$ cat config.mk
export PLATFORM = sky130hd
export DESIGN_NAME = uart_line_format_and_status
export DESIGN_NICKNAME = d
export VERILOG_FILES = /design/src/rtl/uart_fmt_pkg.sv /design/src/rtl/uart_line_format_and_status.sv
export SDC_FILE = /design/constraint.sdc
export NUM_CORES = 1
export LEC_CHECK = 0
export ABC_CLOCK_PERIOD_IN_PS = 5900
export BUFFER_PORTS_ARGS = -buffer_cell sky130_fd_sc_hd__buf_2
export CAP_MARGIN = 10
export CORE_MARGIN = 5
export CORE_UTILIZATION = 39
export DETAILED_ROUTE_END_ITERATION = 8
export GPL_TIMING_DRIVEN = 0
export PLACE_DENSITY = 0.58
export SLEW_MARGIN = 20
export SYNTH_ARGS = -nofsm -noshare
export SYNTH_HDL_FRONTEND = slang
export SYNTH_SLANG_ARGS = --single-unit
$ cat constraint.sdc
create_clock -name clk -period 5.9 [get_ports clk]
set_clock_uncertainty 0.15 [all_clocks]
set_input_delay 0.885 -clock clk [delete_from_list [all_inputs] [get_ports clk]]
set_output_delay 0.885 -clock clk [all_outputs]
set_load 0.05 [all_outputs]
$ cat src/rtl/uart_fmt_pkg.sv
package uart_fmt_pkg;

  // ************************************************************
  // Register map on the plain register port
  // ************************************************************
  localparam int unsigned ADDR_W = 3;
  localparam logic [2:0] ADDR_DATA = 3'h0;
  localparam logic [2:0] ADDR_IER = 3'h1;
  localparam logic [2:0] ADDR_FIFO_CTRL = 3'h2;
  localparam logic [2:0] ADDR_LFC = 3'h3;
  localparam logic [2:0] ADDR_LSR = 3'h5;

  localparam logic [7:0] LFC_RESET = 8'h00;
  localparam logic [3:0] IER_RESET = 4'h0;
  localparam logic [15:0] DIV_RESET = 16'h0001;
  localparam logic [15:0] DIV_ONE = 16'h0001;

  // Fifo control fields.
  localparam int unsigned FCTL_EN = 0;
  localparam int unsigned FCTL_RX_CLR = 1;
  localparam int unsigned FCTL_TX_CLR = 2;

  // Interrupt enable fields.
  localparam int unsigned IER_RX = 0;
  localparam int unsigned IER_TX = 1;
  localparam int unsigned IER_LS = 2;

  // ************************************************************
  // Buffers and bit timing
  // ************************************************************
  localparam int unsigned FIFO_DEPTH = 16;
  localparam int unsigned PTR_W = 4;
  localparam int unsigned CNT_W = 5;
  localparam logic [4:0] FIFO_CAP = 5'h10;
  localparam logic [4:0] HOLD_CAP = 5'h01;

  localparam logic [3:0] TICK_MID = 4'h7;
  localparam logic [3:0] TICK_MID2 = 4'h8;
  localparam logic [3:0] TICK_LAST = 4'hF;
  localparam logic [4:0] STOP_ONE = 5'h0F;
  localparam logic [4:0] STOP_ONE_HALF = 5'h17;
  localparam logic [4:0] STOP_TWO = 5'h1F;
  localparam logic [1:0] BRK_MARK_SAMPLES = 2'h2;

  // ************************************************************
  // Types
  // ************************************************************
  typedef struct packed {
    logic divisor_latch_select;
    logic break_ctrl;
    logic stick_parity;
    logic even_parity;
    logic parity_en;
    logic stop_sel;
    logic [1:0] word_len;
  } lfc_t;

  typedef struct packed {
    logic bi;
    logic fe;
    logic pe;
    logic [7:0] data;
  } rx_entry_t;

  typedef struct packed {
    logic [ADDR_W-1:0] addr;
    logic [7:0] wdata;
    logic wr;
    logic rd;
  } bus_req_t;

  typedef enum logic [2:0] {TX_IDLE, TX_START, TX_DATA, TX_PAR, TX_STOP} tx_state_t;
  typedef enum logic [2:0] {RX_IDLE, RX_START, RX_DATA, RX_PAR, RX_STOP, RX_BRK} rx_state_t;

endpackage

$ cat src/rtl/uart_line_format_and_status.sv
// Our own choices: the placing of the registers and the address-and-strobe port.
`timescale 1ns/100ps
`default_nettype none

module uart_line_format_and_status
  import uart_fmt_pkg::*;
(
  input wire logic clk, // 20 MHz clock
  input wire logic rst_n, // asynchronous reset, active low
  input wire logic ce, // clock enable, freezes all state when low
  input wire bus_req_t bus, // register port request
  output logic [7:0] rdata, // read data, valid the cycle after a read
  input wire logic rxd, // serial receive input
  output logic txd, // serial transmit output
  output logic ls_irq, // receiver line status interrupt request
  output logic tx_irq // hold empty interrupt request
);

  // ************************************************************
  // Register port
  // ************************************************************
  lfc_t lfc_r, lfc_nxt;
  logic [3:0] ier_r, ier_nxt;
  logic [15:0] div_r, div_nxt;
  logic fifo_en_r, fifo_en_nxt;
  logic [7:0] rdata_r, rdata_nxt;
  logic rd_data, wr_data, rd_lsr, div_wr, rx_clr, tx_clr;
  logic [7:0] line_status;
  rx_entry_t rx_head;

  always_comb begin
    lfc_nxt = lfc_r;
    ier_nxt = ier_r;
    div_nxt = div_r;
    fifo_en_nxt = fifo_en_r;
    rdata_nxt = 8'h00;
    rx_clr = 1'b0;
    tx_clr = 1'b0;
    div_wr = 1'b0;
    rd_data = bus.rd && bus.addr == ADDR_DATA && !lfc_r.divisor_latch_select;
    wr_data = bus.wr && bus.addr == ADDR_DATA && !lfc_r.divisor_latch_select;
    rd_lsr = bus.rd && bus.addr == ADDR_LSR;
    if (bus.wr) begin
      unique case (bus.addr)
        ADDR_LFC: lfc_nxt = lfc_t'(bus.wdata);
        ADDR_DATA: begin
          if (lfc_r.divisor_latch_select) begin
            div_nxt[7:0] = bus.wdata;
            div_wr = 1'b1;
          end
        end
        ADDR_IER: begin
          if (lfc_r.divisor_latch_select) begin
            div_nxt[15:8] = bus.wdata;
            div_wr = 1'b1;
          end else begin
            ier_nxt = bus.wdata[3:0];
          end
        end
        ADDR_FIFO_CTRL: begin
          fifo_en_nxt = bus.wdata[FCTL_EN];
          rx_clr = bus.wdata[FCTL_RX_CLR] || (bus.wdata[FCTL_EN] != fifo_en_r);
          tx_clr = bus.wdata[FCTL_TX_CLR] || (bus.wdata[FCTL_EN] != fifo_en_r);
        end
        default: ;
      endcase
    end
    if (bus.rd) begin
      unique case (bus.addr)
        ADDR_DATA: rdata_nxt = lfc_r.divisor_latch_select ? div_r[7:0] : rx_head.data;
        ADDR_IER: rdata_nxt = lfc_r.divisor_latch_select ? div_r[15:8] : {4'h0, ier_r};
        ADDR_FIFO_CTRL: rdata_nxt = {7'h00, fifo_en_r};
        ADDR_LFC: rdata_nxt = lfc_r;
        ADDR_LSR: rdata_nxt = line_status;
        default: rdata_nxt = 8'h00;
      endcase
    end
  end

  always_ff @(posedge clk or negedge rst_n) begin
    if (!rst_n) begin
      lfc_r <= lfc_t'(LFC_RESET);
      ier_r <= IER_RESET;
      div_r <= DIV_RESET;
      fifo_en_r <= 1'b0;
      rdata_r <= 8'h00;
    end else if (ce) begin
      lfc_r <= lfc_nxt;
      ier_r <= ier_nxt;
      div_r <= div_nxt;
      fifo_en_r <= fifo_en_nxt;
      rdata_r <= rdata_nxt;
    end
  end

  assign rdata = rdata_r;

  // ************************************************************
  // Baud tick at sixteen times the bit rate
  // ************************************************************
  logic [15:0] bcnt_r, bcnt_nxt;
  logic tick;

  always_comb begin
    tick = (bcnt_r <= DIV_ONE);
    bcnt_nxt = tick ? div_r : bcnt_r - DIV_ONE;
    if (div_wr) begin
      bcnt_nxt = div_nxt;
    end
  end

  always_ff @(posedge clk or negedge rst_n) begin
    if (!rst_n) begin
      bcnt_r <= DIV_RESET;
    end else if (ce) begin
      bcnt_r <= bcnt_nxt;
    end
  end

  // Parity bit for the configured format, shared by both directions.
  function automatic logic par_bit(input logic [7:0] d, input lfc_t f);
    logic [7:0] mask;
    mask = 8'hFF >> (2'h3 - f.word_len);
    if (f.stick_parity) begin
      par_bit = !f.even_parity;
    end else begin
      par_bit = (^(d & mask)) ^ !f.even_parity;
    end
  endfunction

  logic [2:0] last_bit;
  assign last_bit = 3'h4 + {1'b0, lfc_r.word_len};

  // ************************************************************
  // Transmit holding buffer and shifter
  // ************************************************************
  logic [7:0] txm [FIFO_DEPTH];
  logic [PTR_W-1:0] tx_wp_r, tx_wp_nxt, tx_rp_r, tx_rp_nxt;
  logic [CNT_W-1:0] tx_cnt_r, tx_cnt_nxt;
  logic tx_push, tx_pop;
  tx_state_t tx_st_r, tx_st_nxt;
  logic [4:0] tx_tk_r, tx_tk_nxt;
  logic [2:0] tx_bit_r, tx_bit_nxt;
  logic [7:0] tx_sh_r, tx_sh_nxt;
  logic tx_par_r, tx_par_nxt;
  logic txd_r, txd_nxt;
  logic [4:0] stop_last;
  logic line;

  always_comb begin
    tx_push = wr_data && tx_cnt_r != (fifo_en_r ? FIFO_CAP : HOLD_CAP);
    tx_pop = 1'b0;
    tx_st_nxt = tx_st_r;
    tx_tk_nxt = tx_tk_r;
    tx_bit_nxt = tx_bit_r;
    tx_sh_nxt = tx_sh_r;
    tx_par_nxt = tx_par_r;
    if (!lfc_r.stop_sel) begin
      stop_last = STOP_ONE;
    end else begin
      stop_last = (lfc_r.word_len == 2'h0) ? STOP_ONE_HALF : STOP_TWO;
    end
    unique case (tx_st_r)
      TX_IDLE: begin
        if (tx_cnt_r != '0) begin
          tx_pop = 1'b1;
          tx_sh_nxt = txm[tx_rp_r];
          tx_par_nxt = par_bit(txm[tx_rp_r], lfc_r);
          tx_tk_nxt = 5'h00;
          tx_st_nxt = TX_START;
        end
      end
      TX_START: begin
        if (tick) begin
          tx_tk_nxt = tx_tk_r + 5'h01;
          if (tx_tk_r[3:0] == TICK_LAST) begin
            tx_tk_nxt = 5'h00;
            tx_bit_nxt = 3'h0;
            tx_st_nxt = TX_DATA;
          end
        end
      end
      TX_DATA: begin
        if (tick) begin
          tx_tk_nxt = tx_tk_r + 5'h01;
          if (tx_tk_r[3:0] == TICK_LAST) begin
            tx_tk_nxt = 5'h00;
            tx_sh_nxt = tx_sh_r >> 1;
            tx_bit_nxt = tx_bit_r + 3'h1;
            if (tx_bit_r == last_bit) begin
              tx_st_nxt = lfc_r.parity_en ? TX_PAR : TX_STOP;
            end
          end
        end
      end
      TX_PAR: begin
        if (tick) begin
          tx_tk_nxt = tx_tk_r + 5'h01;
          if (tx_tk_r[3:0] == TICK_LAST) begin
            tx_tk_nxt = 5'h00;
            tx_st_nxt = TX_STOP;
          end
        end
      end
      TX_STOP: begin
        if (tick) begin
          tx_tk_nxt = tx_tk_r + 5'h01;
          if (tx_tk_r == stop_last) begin
            tx_st_nxt = TX_IDLE;
          end
        end
      end
    endcase
    unique case (tx_st_r)
      TX_START: line = 1'b0;
      TX_DATA: line = tx_sh_r[0];
      TX_PAR: line = tx_par_r;
      default: line = 1'b1;
    endcase
    // Break only masks the pin; the shifter keeps running underneath.
    txd_nxt = line && !lfc_r.break_ctrl;
    tx_wp_nxt = tx_wp_r + PTR_W'(tx_push);
    tx_rp_nxt = tx_rp_r + PTR_W'(tx_pop);
    tx_cnt_nxt = tx_cnt_r + CNT_W'(tx_push) - CNT_W'(tx_pop);
    if (tx_clr) begin
      tx_wp_nxt = '0;
      tx_rp_nxt = '0;
      tx_cnt_nxt = '0;
    end
  end

  always_ff @(posedge clk) begin
    if (ce && tx_push) begin
      txm[tx_wp_r] <= bus.wdata;
    end
  end

  always_ff @(posedge clk or negedge rst_n) begin
    if (!rst_n) begin
      tx_wp_r <= '0;
      tx_rp_r <= '0;
      tx_cnt_r <= '0;
      tx_st_r <= TX_IDLE;
      tx_tk_r <= 5'h00;
      tx_bit_r <= 3'h0;
      tx_sh_r <= 8'h00;
      tx_par_r <= 1'b0;
      txd_r <= 1'b1;
    end else if (ce) begin
      tx_wp_r <= tx_wp_nxt;
      tx_rp_r <= tx_rp_nxt;
      tx_cnt_r <= tx_cnt_nxt;
      tx_st_r <= tx_st_nxt;
      tx_tk_r <= tx_tk_nxt;
      tx_bit_r <= tx_bit_nxt;
      tx_sh_r <= tx_sh_nxt;
      tx_par_r <= tx_par_nxt;
      txd_r <= txd_nxt;
    end
  end

  assign txd = txd_r;

  // ************************************************************
  // Receiver
  // ************************************************************
  rx_state_t rx_st_r, rx_st_nxt;
  logic [3:0] rx_tk_r, rx_tk_nxt;
  logic [2:0] rx_bit_r, rx_bit_nxt;
  logic [7:0] rx_sh_r, rx_sh_nxt;
  logic rx_pbit_r, rx_pbit_nxt;
  logic rx_zero_r, rx_zero_nxt;
  logic [1:0] rx_hi_r, rx_hi_nxt;
  logic rx_done;
  rx_entry_t rx_new;
  logic [7:0] rx_char;

  always_comb begin
    rx_st_nxt = rx_st_r;
    rx_tk_nxt = rx_tk_r;
    rx_bit_nxt = rx_bit_r;
    rx_sh_nxt = rx_sh_r;
    rx_pbit_nxt = rx_pbit_r;
    rx_zero_nxt = rx_zero_r;
    rx_hi_nxt = rx_hi_r;
    rx_done = 1'b0;
    rx_char = rx_sh_r >> (2'h3 - lfc_r.word_len);
    rx_new = '0;
    if (tick) begin
      rx_tk_nxt = rx_tk_r + 4'h1;
      unique case (rx_st_r)
        RX_IDLE: begin
          rx_tk_nxt = 4'h0;
          if (!rxd) begin
            rx_st_nxt = RX_START;
          end
        end
        RX_START: begin
          // Two looks at the start bit reject glitches and confirm resync.
          if ((rx_tk_r == TICK_MID || rx_tk_r == TICK_MID2) && rxd) begin
            rx_st_nxt = RX_IDLE;
          end else if (rx_tk_r == TICK_LAST) begin
            rx_st_nxt = RX_DATA;
            rx_bit_nxt = 3'h0;
            rx_sh_nxt = 8'h00;
            rx_zero_nxt = 1'b1;
          end
        end
        RX_DATA: begin
          if (rx_tk_r == TICK_MID) begin
            rx_sh_nxt = {rxd, rx_sh_r[7:1]};
            rx_zero_nxt = rx_zero_r && !rxd;
          end else if (rx_tk_r == TICK_LAST) begin
            rx_bit_nxt = rx_bit_r + 3'h1;
            if (rx_bit_r == last_bit) begin
              rx_st_nxt = lfc_r.parity_en ? RX_PAR : RX_STOP;
            end
          end
        end
        RX_PAR: begin
          if (rx_tk_r == TICK_MID) begin
            rx_pbit_nxt = rxd;
            rx_zero_nxt = rx_zero_r && !rxd;
          end else if (rx_tk_r == TICK_LAST) begin
            rx_st_nxt = RX_STOP;
          end
        end
        RX_STOP: begin
          if (rx_tk_r == TICK_MID) begin
            rx_done = 1'b1;
            rx_new.fe = !rxd;
            rx_new.pe = lfc_r.parity_en && (rx_pbit_r != par_bit(rx_char, lfc_r));
            rx_new.bi = rx_zero_r && !rxd;
            rx_new.data = rx_new.bi ? 8'h00 : rx_char;
            rx_tk_nxt = 4'h0;
            rx_hi_nxt = 2'h0;
            if (rx_new.bi) begin
              rx_st_nxt = RX_BRK;
            end else if (!rxd) begin
              // The stop sample was the first look at this start bit, so resume at its middle.
              rx_st_nxt = RX_START;
              rx_tk_nxt = TICK_MID2;
            end else begin
              rx_st_nxt = RX_IDLE;
            end
          end
        end
        RX_BRK: begin
          rx_hi_nxt = rxd ? rx_hi_r + 2'h1 : 2'h0;
          if (rxd && rx_hi_r == BRK_MARK_SAMPLES - 2'h1) begin
            rx_st_nxt = RX_IDLE;
          end
        end
      endcase
    end
  end

  always_ff @(posedge clk or negedge rst_n) begin
    if (!rst_n) begin
      rx_st_r <= RX_IDLE;
      rx_tk_r <= 4'h0;
      rx_bit_r <= 3'h0;
      rx_sh_r <= 8'h00;
      rx_pbit_r <= 1'b0;
      rx_zero_r <= 1'b0;
      rx_hi_r <= 2'h0;
    end else if (ce) begin
      rx_st_r <= rx_st_nxt;
      rx_tk_r <= rx_tk_nxt;
      rx_bit_r <= rx_bit_nxt;
      rx_sh_r <= rx_sh_nxt;
      rx_pbit_r <= rx_pbit_nxt;
      rx_zero_r <= rx_zero_nxt;
      rx_hi_r <= rx_hi_nxt;
    end
  end

  // ************************************************************
  // Receive buffer and line status
  // ************************************************************
  rx_entry_t rxm [FIFO_DEPTH];
  logic [PTR_W-1:0] rx_wp_r, rx_wp_nxt, rx_rp_r, rx_rp_nxt, rx_wa;
  logic [CNT_W-1:0] rx_cnt_r, rx_cnt_nxt, err_cnt_r, err_cnt_nxt;
  logic rx_push, rx_pop, rx_over, rx_full, rx_we;
  logic head_seen_r, head_seen_nxt;
  logic oe_r, oe_nxt, pe_r, pe_nxt, fe_r, fe_nxt, bi_r, bi_nxt, err7_r, err7_nxt;
  logic ls_irq_r, ls_irq_nxt, tx_irq_r, tx_irq_nxt;
  logic new_err, head_err, tx_hold_empty, tx_all_empty;

  assign rx_head = rxm[rx_rp_r];

  always_comb begin
    rx_pop = rd_data && rx_cnt_r != '0;
    rx_full = rx_cnt_r == (fifo_en_r ? FIFO_CAP : HOLD_CAP) && !rx_pop;
    rx_push = rx_done && !rx_full;
    // A single holding register is overwritten; a full fifo drops the newcomer.
    rx_over = rx_done && rx_full && !fifo_en_r;
    rx_we = rx_push || rx_over;
    rx_wa = rx_over ? rx_rp_r : rx_wp_r;
    new_err = rx_new.pe || rx_new.fe || rx_new.bi;
    head_err = rx_cnt_r != '0 && (rx_head.pe || rx_head.fe || rx_head.bi);
    rx_wp_nxt = rx_wp_r + PTR_W'(rx_push);
    rx_rp_nxt = rx_rp_r + PTR_W'(rx_pop);
    rx_cnt_nxt = rx_cnt_r + CNT_W'(rx_push) - CNT_W'(rx_pop);
    err_cnt_nxt = err_cnt_r + CNT_W'(rx_we && new_err) - CNT_W'((rx_pop || rx_over) && head_err);
    // Error flags of the head entry are folded in once, when it arrives at the head.
    head_seen_nxt = head_seen_r || rx_cnt_r != '0;
    oe_nxt = (oe_r && !rd_lsr) || (rx_done && rx_full);
    pe_nxt = (pe_r && !rd_lsr) || (!head_seen_r && head_err && rx_head.pe);
    fe_nxt = (fe_r && !rd_lsr) || (!head_seen_r && head_err && rx_head.fe);
    bi_nxt = (bi_r && !rd_lsr) || (!head_seen_r && head_err && rx_head.bi);
    if (rx_pop || rx_over) begin
      head_seen_nxt = 1'b0;
    end
    if (rx_clr) begin
      rx_wp_nxt = '0;
      rx_rp_nxt = '0;
      rx_cnt_nxt = '0;
      err_cnt_nxt = '0;
      head_seen_nxt = 1'b0;
    end
    err7_nxt = fifo_en_r && ((err7_r && !rd_lsr) || err_cnt_r != '0);
    tx_hold_empty = tx_cnt_r == '0;
    tx_all_empty = tx_hold_empty && tx_st_r == TX_IDLE;
    line_status = {err7_r && fifo_en_r, tx_all_empty, tx_hold_empty, bi_r, fe_r, pe_r, oe_r, rx_cnt_r != '0};
    ls_irq_nxt = ier_r[IER_LS] && (oe_nxt || pe_nxt || fe_nxt || bi_nxt);
    tx_irq_nxt = ier_r[IER_TX] && tx_cnt_nxt == '0;
  end

  always_ff @(posedge clk) begin
    if (ce && rx_we) begin
      rxm[rx_wa] <= rx_new;
    end
  end

  always_ff @(posedge clk or negedge rst_n) begin
    if (!rst_n) begin
      rx_wp_r <= '0;
      rx_rp_r <= '0;
      rx_cnt_r <= '0;
      err_cnt_r <= '0;
      head_seen_r <= 1'b0;
      oe_r <= 1'b0;
      pe_r <= 1'b0;
      fe_r <= 1'b0;
      bi_r <= 1'b0;
      err7_r <= 1'b0;
      ls_irq_r <= 1'b0;
      tx_irq_r <= 1'b0;
    end else if (ce) begin
      rx_wp_r <= rx_wp_nxt;
      rx_rp_r <= rx_rp_nxt;
      rx_cnt_r <= rx_cnt_nxt;
      err_cnt_r <= err_cnt_nxt;
      head_seen_r <= head_seen_nxt;
      oe_r <= oe_nxt;
      pe_r <= pe_nxt;
      fe_r <= fe_nxt;
      bi_r <= bi_nxt;
      err7_r <= err7_nxt;
      ls_irq_r <= ls_irq_nxt;
      tx_irq_r <= tx_irq_nxt;
    end
  end

  assign ls_irq = ls_irq_r;
  assign tx_irq = tx_irq_r;

endmodule // uart_line_format_and_status

`default_nettype wire

==> impl_results.md, run 1 <==
- Initial core utilization: between 30% and 40%
- Leak: 7.94 nW
- DRT iter0 DRCs: 1115
- CTS resizes: 0
- Worst reg2reg startpoint: lfc_r[0]
- Post-DP Area: 21200 um2
- CTS Hold Bufs: 0
- GR Util All Layers: a little under a fifth
- Cell taking the most area after synthesis: edfxtp_1
- Number of global-route vias before repair: 13200
- Mapped Area: approximately 20000 um2
- Core Util, Final: between 40 and 50%
- Grt total ovfl: 0
- # fillers: 4637
- Post-synth top cells: edfxtp_1, nand2_1, dfrtp_1
- Worst EP required: a little over 6 ns
- Drt drc: 0
- Die Area: 56400 um2
- IO Count: 28
- Post-synth top area share: 45.2%
- Area delta synth->final: 13.7%
- Post-route setup TNS: 0 ns
- Routed length per instance: roughly 23 um
- Root buf cell: clkbuf_16
- Class of the most critical setup path: reg -> reg
- Main flop type after synthesis: edfxtp_1
- Die Y-Extent: between 200 and 250 um
- CTS tree: yes
- Critical path launch point: lfc_r[0]
- Syn Nets: 1584
- Routed via count: roughly 13000
- Final HPWL DP: 36700 um
- Final min period: 5.49 ns
- Status: complete, no violations
- Max Freq: 182 MHz
- Mean post-synth cell area: 13.2 um2
- PwrDens: 415 nW/um2
- Least-Margin Pin Slew: 1.20 ns
- Relative slew slack: 19.4%
- Die W: 237 um
- Final hold violation count: 0
- Clock Latency Late Sink: 0.59 ns
- Layout cells sized above 1: between 10 and 15%
- CTS clk-pin slew, worst paths: 0.06 ns
- Drt total wl: 53400 um
- Post-CTS Setup Bufs: 0
- CTS H-Tree Depth: 2
- Ys Warns: 0
- RSZ-0062 raised after global routing: no
- ANT nets after route: 0
- Initial antenna violation count: 2
- Ys async rst share: 30.8%
- Most common cell in the netlist: edfxtp_1
- Top post-synthesis cells by area: edfxtp_1, dfrtp_1, mux4_2
- Maximum clock insertion buffer count: 3
- Yosys cell types: 67
- Crit Path Max Fanout: 17
- Setup crit start kind: flip-flop
- Crit path DAT: slightly below 6 ns
- Flops & latches, synth: 439
- Seq/Total Area, Yosys: 62.0%
- Drt pass-1 iters: 5
- Final net count: 1659
- Largest net degree at the start of global routing: between 70 and 80
- Setup crit end kind: flip-flop
- Clock sink total: 439
- Register Area: 12500 um2
- Row cnt: 83
- MaxCap Viol Count: 0
- Power, Total: about 0.0095 W
- TritonCTS buffer count: 48
- Post-synth EDFFs: 304
- Multi-input gate area: 7250 um2
- Final Cycle Share: 93.0%
- Min-delay worst type: in -> async
- First-pass GRT wire length: 82100 um
- Synth Instances: 1529
- Worst-case vdd ir drop: about 0.26 mV
- GP Congestion: 0.894
- # setup viols final: 0
- Port bufs: 24
- Core footprint: 51300 um2
- Vias per Instance: 5.69
- Pins Over Slew Limit: 0
- Final Cell Area: 22900 um2
[through the flow]
step / setup WS [ns] / cells / hold slack (ns)
global route: 0.133 / 2324 / 0.159
CTS: 0.387 / 2324 / 0.132
floorplan: 1.59 / 1529 / 0.263
global placement: 0.486 / 2233 / 0.290
finish: 0.412 / 2325 / 0.115
detailed placement: 0.441 / 2234 / 0.290
[sequential cells by signal, summed over array words and instances (netlist names), 8 cells and up]
name,count
rxm,176
txm,128
bcnt_r,16
div_r,16
lfc_r,8
rdata,8
rx_sh_r,8
tx_sh_r,8
[critical path, cell delays in order (launching register included)]
cell and delay (ns):
dfrtp_1 0.38, buf_1 0.63, clkbuf_1 0.53, o211ai_1 0.18, a31oi_1 0.22, xnor3_1 0.44
nor2_1 0.13, xnor2_1 0.14, and3_1 0.64, o21ai_0 0.23, ha_1 0.32, inv_1 0.06
ha_1 0.17, inv_1 0.06, fa_1 0.39, inv_1 0.07, a21oi_1 0.05, nor2_1 0.08
nor2_1 0.05, xnor2_1 0.13, nand2_1 0.07, nand2_1 0.06, a21o_1 0.20
[cell usage in the layout (no fill, tap or decap), drive strengths merged, types with 36 or more instances in the layout]
master	count
a21oi	52
buf	50
clkbuf	113
dfrtp	132
edfxtp	304
inv	48
mux2	36
mux2i	73
mux4	49
nand2	143
nor2	103
o21ai	105
[area by class of cell]
class / count / share of cell area, %
Clock inverter: 31 / 1.84
Antenna cell: 1 / 0.0109
Timing Repair Buffer: 25 / 0.687
Clock buffer: 59 / 5.51
Multi-Input combinational cell: 966 / 31.6
Inverter: 45 / 0.736
Buffer: 79 / 1.37
Tap cell: 680 / 3.71
Sequential cell: 439 / 54.5
[cell families after synthesis]
kind of cell	Yosys count	share of synthesized area (%)
AOI/OAI and AO/OA	334	10.9
xor gates and xnor gates	37	1.74
adders and majority gates	38	2.47
buffers and inverters	124	2.40
DFF	439	62.0
muxes	158	11.1
and+or+nand+nor	399	9.43
[where the power goes]
group / internal, W / switching (W) / total, W
registers: 0.00353 / 0.000253 / 0.00378
clock network: 0.00193 / 0.00127 / 0.00320
logic: 0.00104 / 0.00149 / 0.00253
total: 0.00650 / 0.00302 / 0.00951
[final timing paths]
| kind | end | slack (ns) | depth (start not counted) |
|---|---|---|---|
| setup / recovery | err_cnt_r[4] | 0.41 | 22 |
| max in group asynchronous | bcnt_r[0] | 4.66 | 2 |
| min in group clk | txd | 0.30 | 1 |
| setup reg to reg | err_cnt_r[4] | 0.41 | 22 |
| hold / removal | tx_sh_r[2] | 0.11 | 1 |
| hold reg to reg | txd | 0.30 | 1 |
[routing by layer]
metal,part of all wire (%),wire (um),GRT usage [%],up-vias
met5,0.024,13,0,-
met4,3.2,1680,6.45,2
met3,5.0,2680,3.05,87
met2,48,25800,30.7,416
met1,43,23200,25.6,6689
li1,-,-,-,6024
Power figures use the tool's default switching activity.
==> run 2, diff against run 1 <==
Settings changed: ABC_AREA from default to 1, CAP_MARGIN 10 to 20, RECOVER_POWER from default to 50.
==> run 2 against run 1 <==
Effect of this change:
- the run now ends with capacitance limit, slew limit left
- synthesized cell count rose by 40%
- area after synthesis rose by 2.1%
- critical endpoint unchanged
- design area rose by 2.1%
==> impl_results.md, run 2 <==
- GR Util All Layers: 20.4% (was 18.7%)
- Class of the most critical setup path: reg -> reg (unchanged)
- Crit path DAT: 5.29 ns (was 5.81 ns)
- Multi-input gate area: 7020 um2 (was 7250 um2)
- # diodes: 0 (was 1)
- First-pass GRT wire length: 90900 um (was 82100 um)
- Max reg flops: 176 (unchanged)
- Status: complete, but fails checks (was complete, no violations)
- Mean post-synth cell area: 9.63 um2 (was 13.2 um2)
- CTS H-Tree Depth: 2 (unchanged)
- Maximum clock insertion buffer count: 3 (unchanged)
- Most common cell in the netlist: nand2_1 (was edfxtp_1)
- Post-Synth XOR/XNOR Area: 1.40% (was 1.74%)
- PwrDens: 391 nW/um2 (was 415 nW/um2)
- Initial antenna violation count: 0 (was 2)
- ANT nets after route: 0 (unchanged)
- Reg2reg end: err_cnt_r[4] (unchanged)
- CP Capture Point: err_cnt_r[4] (unchanged)
- Pins Over Slew Limit: 61 (was 0)
- Post-synth top cells: nand2_1, edfxtp_1, nor2_1 (was edfxtp_1, nand2_1, dfrtp_1)
- Post-DP Area: 21700 um2 (was 21200 um2)
- MaxCap Viol Count: 1 (was 0)
- Area delta synth->final: 13.8% (was 13.7%)
- Post-synth EDFFs: 304 (unchanged)
- Die Area: 57500 um2 (was 56400 um2)
- FF-to-FF path depth: 21 (was 22)
- Most frequent cells in the layout: nand2_1, edfxtp_1, nor2_1 (was edfxtp_1, nand2_1, dfrtp_1)
- Number of global-route vias before repair: 15000 (was 13200)
- Die Y-Extent: 240 um (was 237 um)
- Synth Area in Adders: 2.42% (was 2.47%)
- Setup crit start kind: flip-flop (unchanged)
- Root buf cell: clkbuf_16 (unchanged)
- Post-Layout Cell Count: 2955 (was 2325)
- Main flop type after synthesis: edfxtp_1 (unchanged)
- Final min period: 5.02 ns (was 5.49 ns)
- Core footprint: 52400 um2 (was 51300 um2)
- Syn Nets: 2195 (was 1584)
- Final Cycle Share: 85.1% (was 93.0%)
- Post-Place Worst Slack: 1.02 ns (was 0.441 ns)
- Ys async rst share: 30.8% (unchanged)
- Min-delay worst type: in -> async (unchanged)
- Biggest register: rxm (unchanged)
- Crit Path Max Fanout: 17 (unchanged)
- Vias per Instance: 5.32 (was 5.69)
- # fillers: 4916 (was 4637)
- Setup crit end kind: flip-flop (unchanged)
- Clock Latency Late Sink: 0.60 ns (was 0.59 ns)
- Yosys cell types: 52 (was 67)
- CTS clk-pin slew, worst paths: 0.06 ns (about the same)
- Largest family of logic cells by synthesized area: simple AND/OR/NAND/NOR gates (was multiplexers)
- RSZ-0062 raised after global routing: no (unchanged)
- Post-synthesis compound-gate area fraction: 11.4% (was 10.9%)
- Final HPWL DP: 41300 um (was 36700 um)
- Mux share of post-synthesis cell area: 0.249% (was 11.1%)
- Clock sink total: 439 (unchanged)
- CTS Hold Bufs: 0 (unchanged)
- Core Util, Final: 44.7% (about the same)
- CP peak stage delay: 0.63 ns (was 0.64 ns)
- Leak: 9.30 nW (was 7.94 nW)
- Seq/Total Area, Yosys: 60.7% (was 62.0%)
- Critical path launch point: bcnt_r[0] (was lfc_r[0])
- DRT iter0 DRCs: 1341 (was 1115)
- Grt total ovfl: 0 (unchanged)
- Final net count: 2280 (was 1659)
- IO Count: 28 (unchanged)
- CTS resizes: 0 (unchanged)
- GP Congestion: 0.895 (was 0.894)
- Critical Path Most Common Cell: inv_1
- Relative slew slack: -124% (was 19.4%)
- Final Cell Area: 23400 um2 (was 22900 um2)
- R2r setup slk: 0.88 ns (was 0.41 ns)
- Routed via count: 15700 (was 13200)
- Drt drc: 0 (unchanged)
- Least-Margin Pin Slew: 3.37 ns (was 1.20 ns)
- Commonest non-fill, non-tap cell in the layout: nand2_1 (was edfxtp_1)
- Max Freq: 199 MHz (was 182 MHz)
- Cell taking the most area after synthesis: edfxtp_1 (unchanged)
- Synth Instances: 2140 (was 1529)
- DP Cell Count: 2861 (was 2234)
- Post-synth top area share: 44.3% (was 45.2%)
- Biggest regs: rxm (176), txm (128) (unchanged)
- Routed length per instance: 20.0 um (was 23.0 um)
- Post-route setup TNS: 0 ns (unchanged)
- Layout cells sized above 1: 6.62% (was 14.4%)
- Register Area: 12500 um2 (unchanged)
- Worst EP required: 6.17 ns (was 6.22 ns)
- Drt pass-1 iters: 5 (unchanged)
- Ys Warns: 0 (unchanged)
- # setup viols final: 0 (unchanged)
- Final hold violation count: 0 (unchanged)
- Die W: 240 um (was 237 um)
- Row cnt: 84 (was 83)
- CTS tree: yes (unchanged)
- Worst-case vdd ir drop: 0.247 mV (was 0.262 mV)
- Initial core utilization: 39.3% (about the same)
- Largest net degree at the start of global routing: 77 (was 74)
- Flops & latches, synth: 439 (unchanged)
- Drt total wl: 59100 um (was 53400 um)
- Slowest cell on the critical path: nor2_2 (was and3_1)
- Mapped Area: 20600 um2 (was 20200 um2)
- Failing checks: capacitance limit, slew limit
- TritonCTS buffer count: 50 (was 48)
- Simple-Gate Fraction of Synth Area: 18.2% (was 9.43%)
- Post-route setup slack: 0.881 ns (was 0.412 ns)
- Worst reg2reg startpoint: bcnt_r[0] (was lfc_r[0])
- Top post-synthesis cells by area: edfxtp_1, dfrtp_1, nand2_1 (was edfxtp_1, dfrtp_1, mux4_2)
- Critical-path cell list: inv_1 > ha_1 > inv_1 > nor2_4 > nand2_1 > nand2_1 > and2_0 > clkbuf_1 > nand3_4 > nor2_2 > inv_1 > nand2_1 > nand2_1 > ha_1 > inv_1 > ha_1 > inv_1 > fa_1 > o21ai_0 > xor2_1 > o22ai_1 (was buf_1 > clkbuf_1 > o211ai_1 > a31oi_1 > xnor3_1 > nor2_1 > xnor2_1 > and3_1 > o21ai_0 > ha_1 > inv_1 > ha_1 > inv_1 > fa_1 > inv_1 > a21oi_1 > nor2_1 > nor2_1 > xnor2_1 > nand2_1 > nand2_1 > a21o_1)
- Port bufs: 27 (was 24)
- Post-CTS Setup Bufs: 0 (unchanged)
-- run 2: cell types whose count changed in the layout (fill, tap and decap cells not counted), moves of 25 or more --
cell      before  now
a221oi_1      35    7
o21ai_0      103  207
nor2_1        85  226
clkbuf_1      64   95
mux2i_1       73    4
inv_1         44  205
nand3_1       32  120
mux2_2        36    1
a21oi_1       50   75
mux4_2        49    0
nand2_1      143  495
-- run 2: how the worst min path moves through the flow --
stage,start,to,slack (ns),cells past startpoint
global placement,tx_sh_r[7],tx_sh_r[7],0.31,2
floorplan,tx_sh_r[7],tx_sh_r[7],0.29,2
CTS,rst_n,rx_sh_r[5],0.12,1
global route,rst_n,rx_hi_r[1],0.15,1
detailed placement,tx_sh_r[7],tx_sh_r[7],0.32,2
finish,rst_n,rx_bit_r[2],0.09,1
-- run 2: cell type report --
class                      count  area share [%]
clock buffer                  68            6.35
clock inverter                26            1.12
buffer                        81            1.35
inverter                     217            3.48
multi-input combinational   1403            30.0
tap                          688            3.67
sequential                   439            53.4
timing repair buffer          33           0.683
-- run 2: cells by family after synthesis --
| logic type | after synthesis |
|---|---|
| AOI/OAI and AO/OA | 409 |
| xor gates and xnor gates | 33 |
| adders and majority gates | 38 |
| buffers and inverters | 298 |
| DFF | 439 |
| muxes | 5 |
| and+or+nand+nor | 918 |
-- run 2: worst max-delay path, delay by kind of cell, from the launching register on --
| kind | cells | cell delay, ns |
|---|---|---|
| flip-flops | 1 | 0.38 |
| XOR/XNOR | 1 | 0.16 |
| AO/OA/AOI/OAI | 2 | 0.31 |
| adder cells (fa/ha/maj) | 4 | 1.09 |
| buffers and inverters | 6 | 1.00 |
| AND/OR/NAND/NOR | 8 | 1.74 |
-- run 2: metrics by stage --
stage | hold slack (ns) | power, W
after floorplan | 0.292 | 0.00527
after CTS | 0.123 | 0.00924
after global placement | 0.305 | 0.00594
after global routing | 0.148 | 0.00969
final | 0.0924 | 0.00917
after detailed placement | 0.319 | 0.00599
-- run 2: per-layer routing --
metal	GRT usage [%]	wire length, um	up-vias
li1	-	-	7492
met1	28.1	25800	7586
met2	33.6	28000	515
met3	2.86	3450	118
met4	6.52	1910	0
met5	0	0	-
-- run 2: report_power, final --
group / switching [W] / total, W / internal [W]
registers: 0.000185 / 0.00367 / 0.00349
logic: 0.00155 / 0.00226 / 0.000709
clock network: 0.00132 / 0.00323 / 0.00192
total: 0.00306 / 0.00917 / 0.00611
